`src/hdl/asa_pkg.sv`:
```
// Operation
// with write sync enabled, writes to switched-capacitor registers are held and cpu stalled
// stall released on next phase-one rising edge of target column, then write performed
// writes accepted on any master clock edge, in any phase, no fixed relation assumed
// select bit clear: column interrupt is comparator bit, rising edge registers interrupt
// select bit set: phase-two falling edge becomes a rising interrupt signal
// comparator status bits are read-only and synchronized to column clock
// each approximation read overrides previous guess bit and sets next lower bit
// previous guess cleared when comparator says too high, else left set
// three-bit step counter loaded from step-count field decodes affected bit positions
// nonzero step count makes switched-capacitor reads approximation steps; zero passes data through
// software loads six steps and issues six read-modify-writes for six-bit conversion
// software initializes control register and sets sign bit as first guess
// modification applied to read data during read, write-back stores updated guess
// software writes zero to reserved bits
// column-select field picks which comparator feeds approximation logic
// sign-invert bit optionally inverts comparator before approximation logic
// stall done by suspending cpu clock, so no cpu activity during stall
// step counter decrements after each approximation read, passes through at zero
// both control registers reset to zero
package asa_pkg;
    localparam int unsigned ASA_COLS = 2;
    localparam logic [7:0] ASA_ADDR_CMP = 8'h64; // comparator_status_irq_select
    localparam logic [7:0] ASA_ADDR_ASY = 8'h65; // sync_and_approx_control
    localparam logic [7:0] ASA_RST_VAL  = 8'h00;
    localparam int unsigned ASA_CMP_COMP_LO = 4;
    localparam int unsigned ASA_CMP_IRQ_LO  = 0;
    localparam int unsigned ASA_ASY_SYNC    = 0;
    localparam int unsigned ASA_ASY_COL_LO  = 1;
    localparam int unsigned ASA_ASY_SIGN    = 3;
    localparam int unsigned ASA_ASY_CNT_LO  = 4;
    localparam logic [2:0] ASA_CNT_ZERO = 3'h0;
    localparam logic [2:0] ASA_CNT_ONE  = 3'h1;
    localparam logic [2:0] ASA_CNT_TOP  = 3'h6; // six-bit converter sign bit sits at bit 5

    // cpu i/o bus request as seen by the interface
    typedef struct packed {
        logic       rd;
        logic       wr;
        logic [7:0] addr;
        logic [7:0] wdata;
        logic       sc_sel;  // address decodes to a switched-capacitor register
        logic [1:0] sc_col;  // column of that register
    } asa_io_req_t;

    typedef enum logic [0:0] {
        ASA_IDLE  = 1'b0,
        ASA_STALL = 1'b1
    } asa_state_t;
endpackage

```
`src/hdl/asa_core.sv`:
```
`timescale 1ns/100ps
module asa_core
    import asa_pkg::*;
#(
    parameter int unsigned COLS = ASA_COLS
) (
    // clock and synchronous reset
    input  wire logic              clk_i,
    input  wire logic              rst_i,
    // cpu i/o bus, one strobe cycle per access
    input  wire logic              io_read_strobe_i,
    input  wire logic              io_write_strobe_i,
    input  wire logic [7:0]        io_addr_i,
    input  wire logic [7:0]        io_wdata_i,
    // switched-capacitor address decode and raw read data
    input  wire logic              sc_sel_i,
    input  wire logic [1:0]        sc_col_i,
    input  wire logic [7:0]        sc_rdata_i,
    // column signals, asynchronous to the master clock
    input  wire logic [COLS-1:0]   comparator_i,
    input  wire logic [COLS-1:0]   phase_one_clock_i,
    input  wire logic [COLS-1:0]   phase_two_clock_i,
    // back to the cpu
    output logic [7:0]             io_rdata_o,
    output logic                   cpu_clk_hold_o,
    // write port into the analog array
    output logic                   sc_wr_o,
    output logic [7:0]             sc_waddr_o,
    output logic [7:0]             sc_wdata_o,
    // one pulse per column interrupt
    output logic [COLS-1:0]        column_irq_o
);
    // bus request as one bundle, and the copy parked during a stall
    asa_io_req_t     req;
    asa_io_req_t     held_ff;

    // stall machine
    asa_state_t      state_ff;
    asa_state_t      nxt_state;

    // control registers and the live step counter
    logic [7:0]      cmp_ctl_ff;
    logic [7:0]      asy_ff;
    logic [2:0]      step_ff;

    // three-stage synchronizers for the asynchronous column signals
    logic [COLS-1:0] cmp_s1_ff;
    logic [COLS-1:0] cmp_s2_ff;
    logic [COLS-1:0] cmp_s3_ff;
    logic [COLS-1:0] p1_s1_ff;
    logic [COLS-1:0] p1_s2_ff;
    logic [COLS-1:0] p1_s3_ff;
    logic [COLS-1:0] p2_s1_ff;
    logic [COLS-1:0] p2_s2_ff;
    logic [COLS-1:0] p2_s3_ff;

    // filtered levels and the phase-two comparator latch
    logic [COLS-1:0] cmp_st_ff;
    logic [COLS-1:0] p1_st_ff;
    logic [COLS-1:0] p2_st_ff;
    logic [COLS-1:0] cmp_lat_ff;

    // edge events and interrupt sources
    logic [COLS-1:0] p1_rise;
    logic [COLS-1:0] p2_fall;
    logic [COLS-1:0] irq_src;
    logic [COLS-1:0] irq_prev_ff;

    // approximation datapath
    logic            sar_cmp;
    logic            sar_active;
    logic [7:0]      sar_data;
    logic [7:0]      nxt_rdata;
    logic [1:0]      sar_col;
    logic [2:0]      prev_pos;

    // flatten the bus pins into one request word
    assign req = '{rd: io_read_strobe_i, wr: io_write_strobe_i, addr: io_addr_i,
                   wdata: io_wdata_i, sc_sel: sc_sel_i, sc_col: sc_col_i};

    // three-stage synchronizers; a change counts when stages two and three agree,
    // so a late first stage cannot fake an edge; costs three cycles of latency
    always_ff @(posedge clk_i) begin
        if (rst_i) begin
            cmp_s1_ff <= '0;
            cmp_s2_ff <= '0;
            cmp_s3_ff <= '0;
        end else begin
            cmp_s1_ff <= comparator_i;
            cmp_s2_ff <= cmp_s1_ff;
            cmp_s3_ff <= cmp_s2_ff;
        end
    end

    // phase-one chain, feeds the stall release
    always_ff @(posedge clk_i) begin
        if (rst_i) begin
            p1_s1_ff  <= '0;
            p1_s2_ff  <= '0;
            p1_s3_ff  <= '0;
        end else begin
            p1_s1_ff  <= phase_one_clock_i;
            p1_s2_ff  <= p1_s1_ff;
            p1_s3_ff  <= p1_s2_ff;
        end
    end

    // phase-two chain, feeds the comparator latch and the clock-edge interrupt
    always_ff @(posedge clk_i) begin
        if (rst_i) begin
            p2_s1_ff  <= '0;
            p2_s2_ff  <= '0;
            p2_s3_ff  <= '0;
        end else begin
            p2_s1_ff  <= phase_two_clock_i;
            p2_s2_ff  <= p2_s1_ff;
            p2_s3_ff  <= p2_s2_ff;
        end
    end

    // per-column filtered levels, edge detects and comparator latch
    genvar g;
    generate
        for (g = 0; g < COLS; g++) begin : g_col
            always_ff @(posedge clk_i) begin
                if (rst_i) begin
                    cmp_st_ff[g]  <= 1'b0;
                    p1_st_ff[g]   <= 1'b0;
                    p2_st_ff[g]   <= 1'b0;
                    cmp_lat_ff[g] <= 1'b0;
                end else begin
                    // filtered levels move only when the last two stages agree
                    if (cmp_s2_ff[g] == cmp_s3_ff[g]) begin
                        cmp_st_ff[g] <= cmp_s3_ff[g];
                    end
                    if (p1_s2_ff[g] == p1_s3_ff[g]) begin
                        p1_st_ff[g] <= p1_s3_ff[g];
                    end
                    if (p2_s2_ff[g] == p2_s3_ff[g]) begin
                        p2_st_ff[g] <= p2_s3_ff[g];
                    end
                    // transparent while phase two high, holds while low
                    if (p2_st_ff[g]) begin
                        cmp_lat_ff[g] <= cmp_st_ff[g];
                    end
                end
            end
            // edges show one cycle before the filtered level follows them
            assign p1_rise[g] = (p1_s2_ff[g] == p1_s3_ff[g]) && p1_s3_ff[g] && !p1_st_ff[g];
            assign p2_fall[g] = (p2_s2_ff[g] == p2_s3_ff[g]) && !p2_s3_ff[g] && p2_st_ff[g];
            // comparator level, or a pulse on phase-two fall seen as rising
            assign irq_src[g] = cmp_ctl_ff[ASA_CMP_IRQ_LO + g] ? p2_fall[g] : cmp_lat_ff[g];
        end
    endgenerate

    // rising-edge interrupt to the controller, one cycle wide
    // limitation: a comparator already high at reset gives one pulse once it settles
    always_ff @(posedge clk_i) begin
        if (rst_i) begin
            irq_prev_ff  <= '0;
            column_irq_o <= '0;
        end else begin
            irq_prev_ff  <= irq_src;
            column_irq_o <= irq_src & ~irq_prev_ff;
        end
    end

    // control registers; reserved bits ignored on write, read as zero
    // software should write zeros there anyway; they are dropped here regardless
    always_ff @(posedge clk_i) begin
        if (rst_i) begin
            cmp_ctl_ff <= ASA_RST_VAL;
            asy_ff     <= ASA_RST_VAL;
        end else if (req.wr && !req.sc_sel) begin
            if (req.addr == ASA_ADDR_CMP) begin
                cmp_ctl_ff <= {6'h00, req.wdata[ASA_CMP_IRQ_LO +: 2]};
            end else if (req.addr == ASA_ADDR_ASY) begin
                // field by field; the top bit is reserved and stays zero
                asy_ff <= {1'b0,
                           req.wdata[ASA_ASY_CNT_LO +: 3],
                           req.wdata[ASA_ASY_SIGN],
                           req.wdata[ASA_ASY_COL_LO +: 2],
                           req.wdata[ASA_ASY_SYNC]};
            end
        end
    end

    // approximation: counter selects guess bit, comparator corrects it
    // only the low column bit is decoded, as there are two columns
    assign sar_col    = asy_ff[ASA_ASY_COL_LO +: 2];
    assign sar_cmp    = cmp_lat_ff[sar_col[0]] ^ asy_ff[ASA_ASY_SIGN];
    assign sar_active = req.rd && req.sc_sel && (step_ff != ASA_CNT_ZERO);
    assign prev_pos   = step_ff - ASA_CNT_ONE;

    // step n rewrites bit n-1 and seeds bit n-2; counts above six
    // would touch bits that a six-bit converter does not use
    always_comb begin
        sar_data = sc_rdata_i;
        // comparator high means dac above input: guess too high
        sar_data[prev_pos] = !sar_cmp;
        if (prev_pos != ASA_CNT_ZERO) begin
            sar_data[prev_pos - ASA_CNT_ONE] = 1'b1;
        end
    end

    // step counter: loaded on control write, counts down per approximation read
    // a control write wins over a read in one cycle; the cpu never issues both
    always_ff @(posedge clk_i) begin
        if (rst_i) begin
            step_ff <= ASA_CNT_ZERO;
        end else if (req.wr && !req.sc_sel && req.addr == ASA_ADDR_ASY) begin
            step_ff <= req.wdata[ASA_ASY_CNT_LO +: 3];
        end else if (sar_active) begin
            step_ff <= step_ff - ASA_CNT_ONE;
        end
    end

    // read mux; modified data formed in the read cycle itself, returned one cycle later
    // the counter reads back live, so software can watch a sequence finish
    always_comb begin
        nxt_rdata = 8'h00;
        if (req.rd && req.sc_sel) begin
            nxt_rdata = sar_active ? sar_data : sc_rdata_i;
        end else if (req.rd && req.addr == ASA_ADDR_CMP) begin
            nxt_rdata = {2'b00, cmp_lat_ff, 2'b00, cmp_ctl_ff[ASA_CMP_IRQ_LO +: 2]};
        end else if (req.rd && req.addr == ASA_ADDR_ASY) begin
            nxt_rdata = {1'b0, step_ff, asy_ff[ASA_ASY_SIGN:ASA_ASY_SYNC]};
        end
    end

    // registered read data; the cpu takes it the cycle after its strobe
    always_ff @(posedge clk_i) begin
        if (rst_i) begin
            io_rdata_o <= 8'h00;
        end else begin
            io_rdata_o <= nxt_rdata;
        end
    end

    // write stall machine; any cycle and phase accepted, wait is for the edge itself
    // column clocks run free, so a stall lasts at most one phase-one period
    // plus the synchronizer delay
    always_comb begin
        nxt_state = state_ff;
        case (state_ff)
            ASA_IDLE: begin
                if (req.wr && req.sc_sel && asy_ff[ASA_ASY_SYNC]) begin
                    nxt_state = ASA_STALL;
                end
            end
            ASA_STALL: begin
                if (p1_rise[held_ff.sc_col[0]]) begin
                    nxt_state = ASA_IDLE;
                end
            end
            default: nxt_state = ASA_IDLE;
        endcase
    end

    // the request is parked whenever a switched-cap write is taken from idle
    always_ff @(posedge clk_i) begin
        if (rst_i) begin
            state_ff <= ASA_IDLE;
            held_ff  <= '0;
        end else begin
            state_ff <= nxt_state;
            if (state_ff == ASA_IDLE && req.wr && req.sc_sel) begin
                held_ff <= req;
            end
        end
    end

    // clock hold stops the whole cpu, interrupts included, until release
    // trade-off: cpu throughput is given up so the write lands on the quiet edge
    always_ff @(posedge clk_i) begin
        if (rst_i) begin
            cpu_clk_hold_o <= 1'b0;
        end else begin
            cpu_clk_hold_o <= (nxt_state == ASA_STALL);
        end
    end

    // analog register write: direct when sync off, on release otherwise
    // address and data stay put after the pulse, so the array may sample late
    always_ff @(posedge clk_i) begin
        if (rst_i) begin
            sc_wr_o    <= 1'b0;
            sc_waddr_o <= 8'h00;
            sc_wdata_o <= 8'h00;
        end else begin
            sc_wr_o <= 1'b0;
            if (state_ff == ASA_STALL && nxt_state == ASA_IDLE) begin
                sc_wr_o    <= 1'b1;
                sc_waddr_o <= held_ff.addr;
                sc_wdata_o <= held_ff.wdata;
            end else if (state_ff == ASA_IDLE && req.wr && req.sc_sel && !asy_ff[ASA_ASY_SYNC]) begin
                sc_wr_o    <= 1'b1;
                sc_waddr_o <= req.addr;
                sc_wdata_o <= req.wdata;
            end
        end
    end
endmodule // asa_core

```
`config.mk`:
```
export PLATFORM = sky130hd
export DESIGN_NAME = asa_core
export DESIGN_NICKNAME = d
export VERILOG_FILES = /design/src/hdl/asa_pkg.sv /design/src/hdl/asa_core.sv
export SDC_FILE = /design/constraint.sdc
export NUM_CORES = 1
export LEC_CHECK = 0
export BUFFER_PORTS_ARGS = -buffer_cell sky130_fd_sc_hd__buf_2
export CAP_MARGIN = 20
export CELL_PAD_IN_SITES_DETAIL_PLACEMENT = 2
export CELL_PAD_IN_SITES_GLOBAL_PLACEMENT = 2
export CORE_ASPECT_RATIO = 1.2
export CORE_MARGIN = 2
export CORE_UTILIZATION = 36
export DETAILED_ROUTE_END_ITERATION = 16
export PLACE_DENSITY = 0.89
export SYNTH_ARGS = -nofsm -noshare
export SYNTH_HDL_FRONTEND = slang
export SYNTH_SLANG_ARGS = --single-unit
```
`constraint.sdc`:
```
create_clock -name clk_i -period 4.7 [get_ports clk_i]
set_clock_uncertainty 0.15 [all_clocks]
set_input_delay 0.94 -clock clk_i [delete_from_list [all_inputs] [get_ports clk_i]]
set_output_delay 0.94 -clock clk_i [all_outputs]
set_load 0.02 [all_outputs]
```
After elaboration in Yosys (flattened, before gate mapping):

Cells that the tools add are included.

* bits in registers: 82
* output and inout bits: 28
* word-level logic and storage cells: 115

* magnitude comparators: 6
* reduce and logical (&&, ||, !) cells: 35
* eq/ne operators: 8
* bitwise operators: 7
* add/subtract/negate cells: 2
* multiplexer cells: 27

Operators with widths (count)
* $mux 8: 7
* $logic_and 1x1->1: 22
* $eq 8x7->1 const B: 2
* $mux 7: 2
* $mux 1: 12
* $bwmux 8: 1
* $lt 3x4->1 const B: 2
* $or 8x8->8: 1
* $logic_not 1->1: 7
* $demux 1 s3: 2
* $eq 1x1->1: 6
* $ge 3x1->1 const B: 2
* $mux 3: 2
* $reduce_bool 3->1: 2
* $sub 3x1->3 const B: 2
* $lt 1x2->1 const B: 2
* $reduce_bool 2->1: 2
* $not 1->1: 3
* $reduce_and 3->1: 1
* $and 2x2->2: 1
* $not 2->2: 1
* $pmux 1 s2: 1
* $reduce_and 2->1: 1
* $xor 1x1->1: 1

Longest topological paths before layout:

* word-level depth: 10
* gate-level depth with buffers: 8
* depth with buffers taken out: 6

Least setup slack after synthesis:

Ideal clock, no wire load.

* path type: register to register
* start: register step_ff[0]
* end: register io_rdata_o[2]
* data required time: 4433 ps
* stages on the path, launching flop included: 8
* path buffers: 1
* arrival time: 1886 ps
* period minus slack after synthesis: 2153 ps
* slack: 2547 ps
* setup time: 117 ps
* cell sequence: dfxtp_1 -> buf_2 -> inv_1 -> ha_1 -> xnor2_4 -> mux2i_1 -> o22ai_1 -> a32o_1

* longest elaborated chain between the ends: 10

Ends and longest elaborated chain
* start: declaration: line asa_core.sv:44 `logic [2:0] step_ff;`
* start signal: assignment: line asa_core.sv:212 `step_ff <= req.wdata[ASA_ASY_CNT_LO +: 3];`
* start signal: assignment: line asa_core.sv:214 `step_ff <= step_ff - ASA_CNT_ONE;`
* $sub 3x1->3: line asa_core.sv:193 `assign prev_pos = step_ff - ASA_CNT_ONE;`
* $sub 3x1->3 (tied with other cells): line asa_core.sv:202 `sar_data[prev_pos - ASA_CNT_ONE] = 1'b1;`
* $lt 3x4->1 (implied by the code) (tied with other cells): line asa_core.sv:202
* $logic_and 1x1->1 (implied by the code) or $mux 1 (tied branches): line asa_core.sv:202, asa_core.sv:200
* $mux 1 (implied by the code) or $demux 1 s3 (tied branches): line asa_core.sv:202, asa_core.sv:200
* $demux 1 s3 or $bwmux 8 (tied branches): line asa_core.sv:202, asa_core.sv:200
* $or 8x8->8 (no line)
* $mux 8: line asa_core.sv:201 `if (prev_pos != ASA_CNT_ZERO) begin`
* $mux 8 (*): line asa_core.sv:223 `nxt_rdata = sar_active ? sar_data : sc_rdata_i;`
* $mux 8 (*): line asa_core.sv:222 `if (req.rd && req.sc_sel) begin`
* end signal: assignment: line asa_core.sv:236 `io_rdata_o <= nxt_rdata;`
* end: declaration: line asa_core.sv:24 `output logic [7:0] io_rdata_o,`

Every way passes the cells marked *; elsewhere a longest branch is shown, timed or not.
A chain may end at the register's enable or synchronous reset.

Worst setup path in the final report:

Same ends and word-level chain as after synthesis.

==> results.py <==
metrics = {
    "final_layout": {
        "multi_input_area_um2": 1780,
        "area_growth_syn_to_layout_pct": 17.7,
        "ff_latch_area_um2": 1640,
        "fin_nets": 496,
        "num_antenna_cells": 0,
        "fill_cells": 1100,
        "final_util": 0.438,
        "instances_no_fill": 577,
        "drive_gt1_frac": 0.200,
    },
    "clock_network": {
        "htree_levels": 3,
        "clock_path_buffers": 2,
        "postCtsResizedCells": 0,
        "cts_tree": "built",
        "clkLatencyLatePin_ps": 330,
        "cts_hold_buffers": 0,
        "cts_buffers": 9,
        "root_buffer": "clkbuf_16",
        "clkSinkCount": 82,
        "post_cts_buffers": 0,
        "clkTransAtPathRegs_ps": 60,
    },
    "timing": {
        "drv_slew": 0,
        "setup_viol_count_final": 0,
        "tns_ps": 0,
        "finalCritPeriodShare": 0.603,
        "tightest_slew_ps": 959,
        "rsz0062_at_grt": "false",
        "final.min_clock_period_ps": 2830,
        "slew_headroom": 0.361,
        "finalHoldViolations": 0,
        "fmax_mhz": 353,
    },
    "synth": {
        "yosys_warnings": 0,
        "synth_fp_nets": 445,
        "async_reset_ff_frac": 0,
        "netlist_area_um2": 3580,
        "synth-edff-count": 0,
        "synth_seq_cells": 82,
        "ys.flop_type": "dfxtp_1",
        "avgSynthCellArea_um2": 8.95,
        "yosysSeqAreaShare": 0.459,
        "ys_types": 61,
        "synth_cells": 400,
    },
    "place": {
        "place_hpwl_um": 7650,
        "io_buffers": 63,
        "dp.cells": 563,
        "place.gp.congestion": 0.929,
    },
    "floorplan": {
        "num_io_pins": 65,
        "die_w_um": 95.0,
        "core_um2": 9610,
        "start_util": 0.372,
        "die_h_um": 113,
        "row_count": 39,
        "die_area_um2": 10800,
    },
    "power_and_ir_drop": {
        "powerDensity_nw_per_um2": 353,
        "p_seq_frac": 0.491,
        "clockPowerShare": 0.431,
        "p_comb_frac": 0.078,
        "switching_share": 0.244,
        "p_switching_w": 0.000363,
        "ir_drop_uv": 163,
        "leakagePower_nw": 1.74,
        "p_int_w": 0.00112,
    },
    "drt": {
        "wirelength_um": 11300,
        "first_iter_violations": 82,
        "drc": 0,
        "vias": 3179,
        "viasPerCell": 5.51,
        "ant_nets": 0,
        "wl_per_cell_um": 19.6,
        "dr.pass1.iters": 5,
    },
    "global_route": {
        "grt_pass1_vias": 3405,
        "grt_max_degree": 51,
        "grt_pass1_wl_um": 17800,
        "antenna_found_initial": 0,
        "overflow": 0,
        "grt_usage": 0.219,
    },
    "critical_path": {
        "cp-end-kind": "register",
        "cp_max_fo": 15,
        "crit_type": "register to register",
        "required_ps": 4770,
        "cp.arrival_ps": 2900,
        "startpoint_type": "register",
    },
    "run_status": {
        "status": "finished, final reports clean",
    },
    "worst_hold_path": {
        "hold_class": "register to register",
    },
    "run": {
        "drv_cap": 0,
    },
}
[registers in the layout (all words and copies together) (netlist names), 3 cells and up]
name        flops
asy_ff          4
held_ff        17
io_rdata_o      8
sc_waddr_o      8
sc_wdata_o      8
step_ff         3
[routing by layer]
layer	GRT usage	wire length, µm	vias up	part of all wire
li1	-	-	1500	-
met1	0.242	4720	1595	0.42
met2	0.399	5940	65	0.52
met3	0.0433	393	19	0.035
met4	0.0918	254	0	0.022
met5	0	0	-	0
[synthesized netlist by cell type, types with 2 or more instances]
| cell type | count | area (µm²) |
|---|---|---|
| nand2_1 | 61 | 229 |
| xnor2_1 | 2 | 17.5 |
| dfxtp_1 | 82 | 1640 |
| nor3_1 | 2 | 10.0 |
| a21oi_1 | 25 | 125 |
| a311oi_1 | 18 | 158 |
| o22ai_1 | 4 | 25.0 |
| nor3b_1 | 2 | 15.0 |
| nand2b_1 | 6 | 37.5 |
| clkbuf_1 | 14 | 52.6 |
| mux2i_1 | 21 | 210 |
| o21ai_0 | 20 | 100 |
| mux2_2 | 2 | 22.5 |
| buf_1 | 2 | 7.51 |
| a211oi_1 | 2 | 15.0 |
| ha_1 | 8 | 100 |
| or3b_1 | 2 | 17.5 |
| nor2_1 | 40 | 150 |
| nand4_1 | 3 | 18.8 |
| nor4_1 | 3 | 18.8 |
| inv_1 | 13 | 48.8 |
| nand3_1 | 4 | 20.0 |
| o21bai_1 | 2 | 15.0 |
| buf_2 | 7 | 35.0 |
| nor2b_1 | 19 | 119 |
[power groups by stage]
stage	Sequential (W)	Combinational [W]	Clock, W
2_1_floorplan	0.000751	0.0000571	0
3_3_place_gp	0.000742	0.000110	0
3_5_place_dp	0.000744	0.000116	0
4_1_cts	0.000729	0.000118	0.000660
5_1_grt	0.000731	0.000127	0.000689
6_report	0.000729	0.000117	0.000641
[logic make-up (layout without fill, tap and decap cells)]
logic type,Yosys count,after routing,share of synthesized area
multiplexers,24,24,0.0713
AO/OA/AOI/OAI,87,87,0.162
AND/OR/NAND/NOR,157,157,0.220
XOR/XNOR,4,4,0.0150
buffers and inverters,38,92,0.0454
flip-flops,82,82,0.459
adder cells (fa/ha/maj),8,8,0.0280
[critical path, stage by stage, from the launching register on]
cell and delay (ps):
dfxtp_1 680, inv_1 210, ha_1 370, xnor2_4 380, mux2i_1 470, o22ai_1 150, a32o_1 300
[cell usage in the layout, fill, tap and decap left out, types with 2 or more instances in the layout]
cell,Yosys,layout
dfxtp_1,82,82
buf_2,7,63
nand2_1,61,61
nor2_1,40,40
a21oi_1,25,25
mux2i_1,21,21
o21ai_0,20,20
nor2b_1,19,19
a311oi_1,18,18
inv_1,13,13
clkbuf_16,0,9
ha_1,8,8
nand2b_1,6,6
nand3_1,4,4
o22ai_1,4,4
nand4_1,3,3
nor4_1,3,3
nor3b_1,2,2
xnor2_1,2,2
a211oi_1,2,2
o21bai_1,2,2
nor3_1,2,2
mux2_2,2,2
or3b_1,2,2
clkinv_2,0,2
buf_4,1,2
[stage by stage]
| stage | setup slack [ps] | cell area (µm²) | total power (W) | hold slack (ps) |
|---|---|---|---|---|
| 6_report | 1870 | 4210 | 0.00149 | 234 |
| 3_3_place_gp | 1740 | 3950 | 0.000852 | 221 |
| 2_1_floorplan | 2550 | 3580 | 0.000809 | 217 |
| 5_1_grt | 1710 | 4210 | 0.00155 | 261 |
| 4_1_cts | 1830 | 4210 | 0.00151 | 238 |
| 3_5_place_dp | 1540 | 3950 | 0.000859 | 229 |
[final timing paths]
kind	start	to	slack, ps	cells past startpoint
setup / recovery	step_ff[0]	io_rdata_o[2]	1870	6
hold / removal	irq_prev_ff[1]	column_irq_o[1]	230	1
setup reg to reg	step_ff[0]	io_rdata_o[2]	1870	6
hold reg to reg	irq_prev_ff[1]	column_irq_o[1]	230	1
[cell type report]
type	instances	area share
inverters	13	0.0116
clock buffers	11	0.0576
well taps	123	0.0365
multi-input cells	280	0.422
repair buffers	65	0.0784
flip-flops and latches	82	0.390
clock inverters	3	0.00416
No activity file was read; power rests on OpenSTA's default activity.
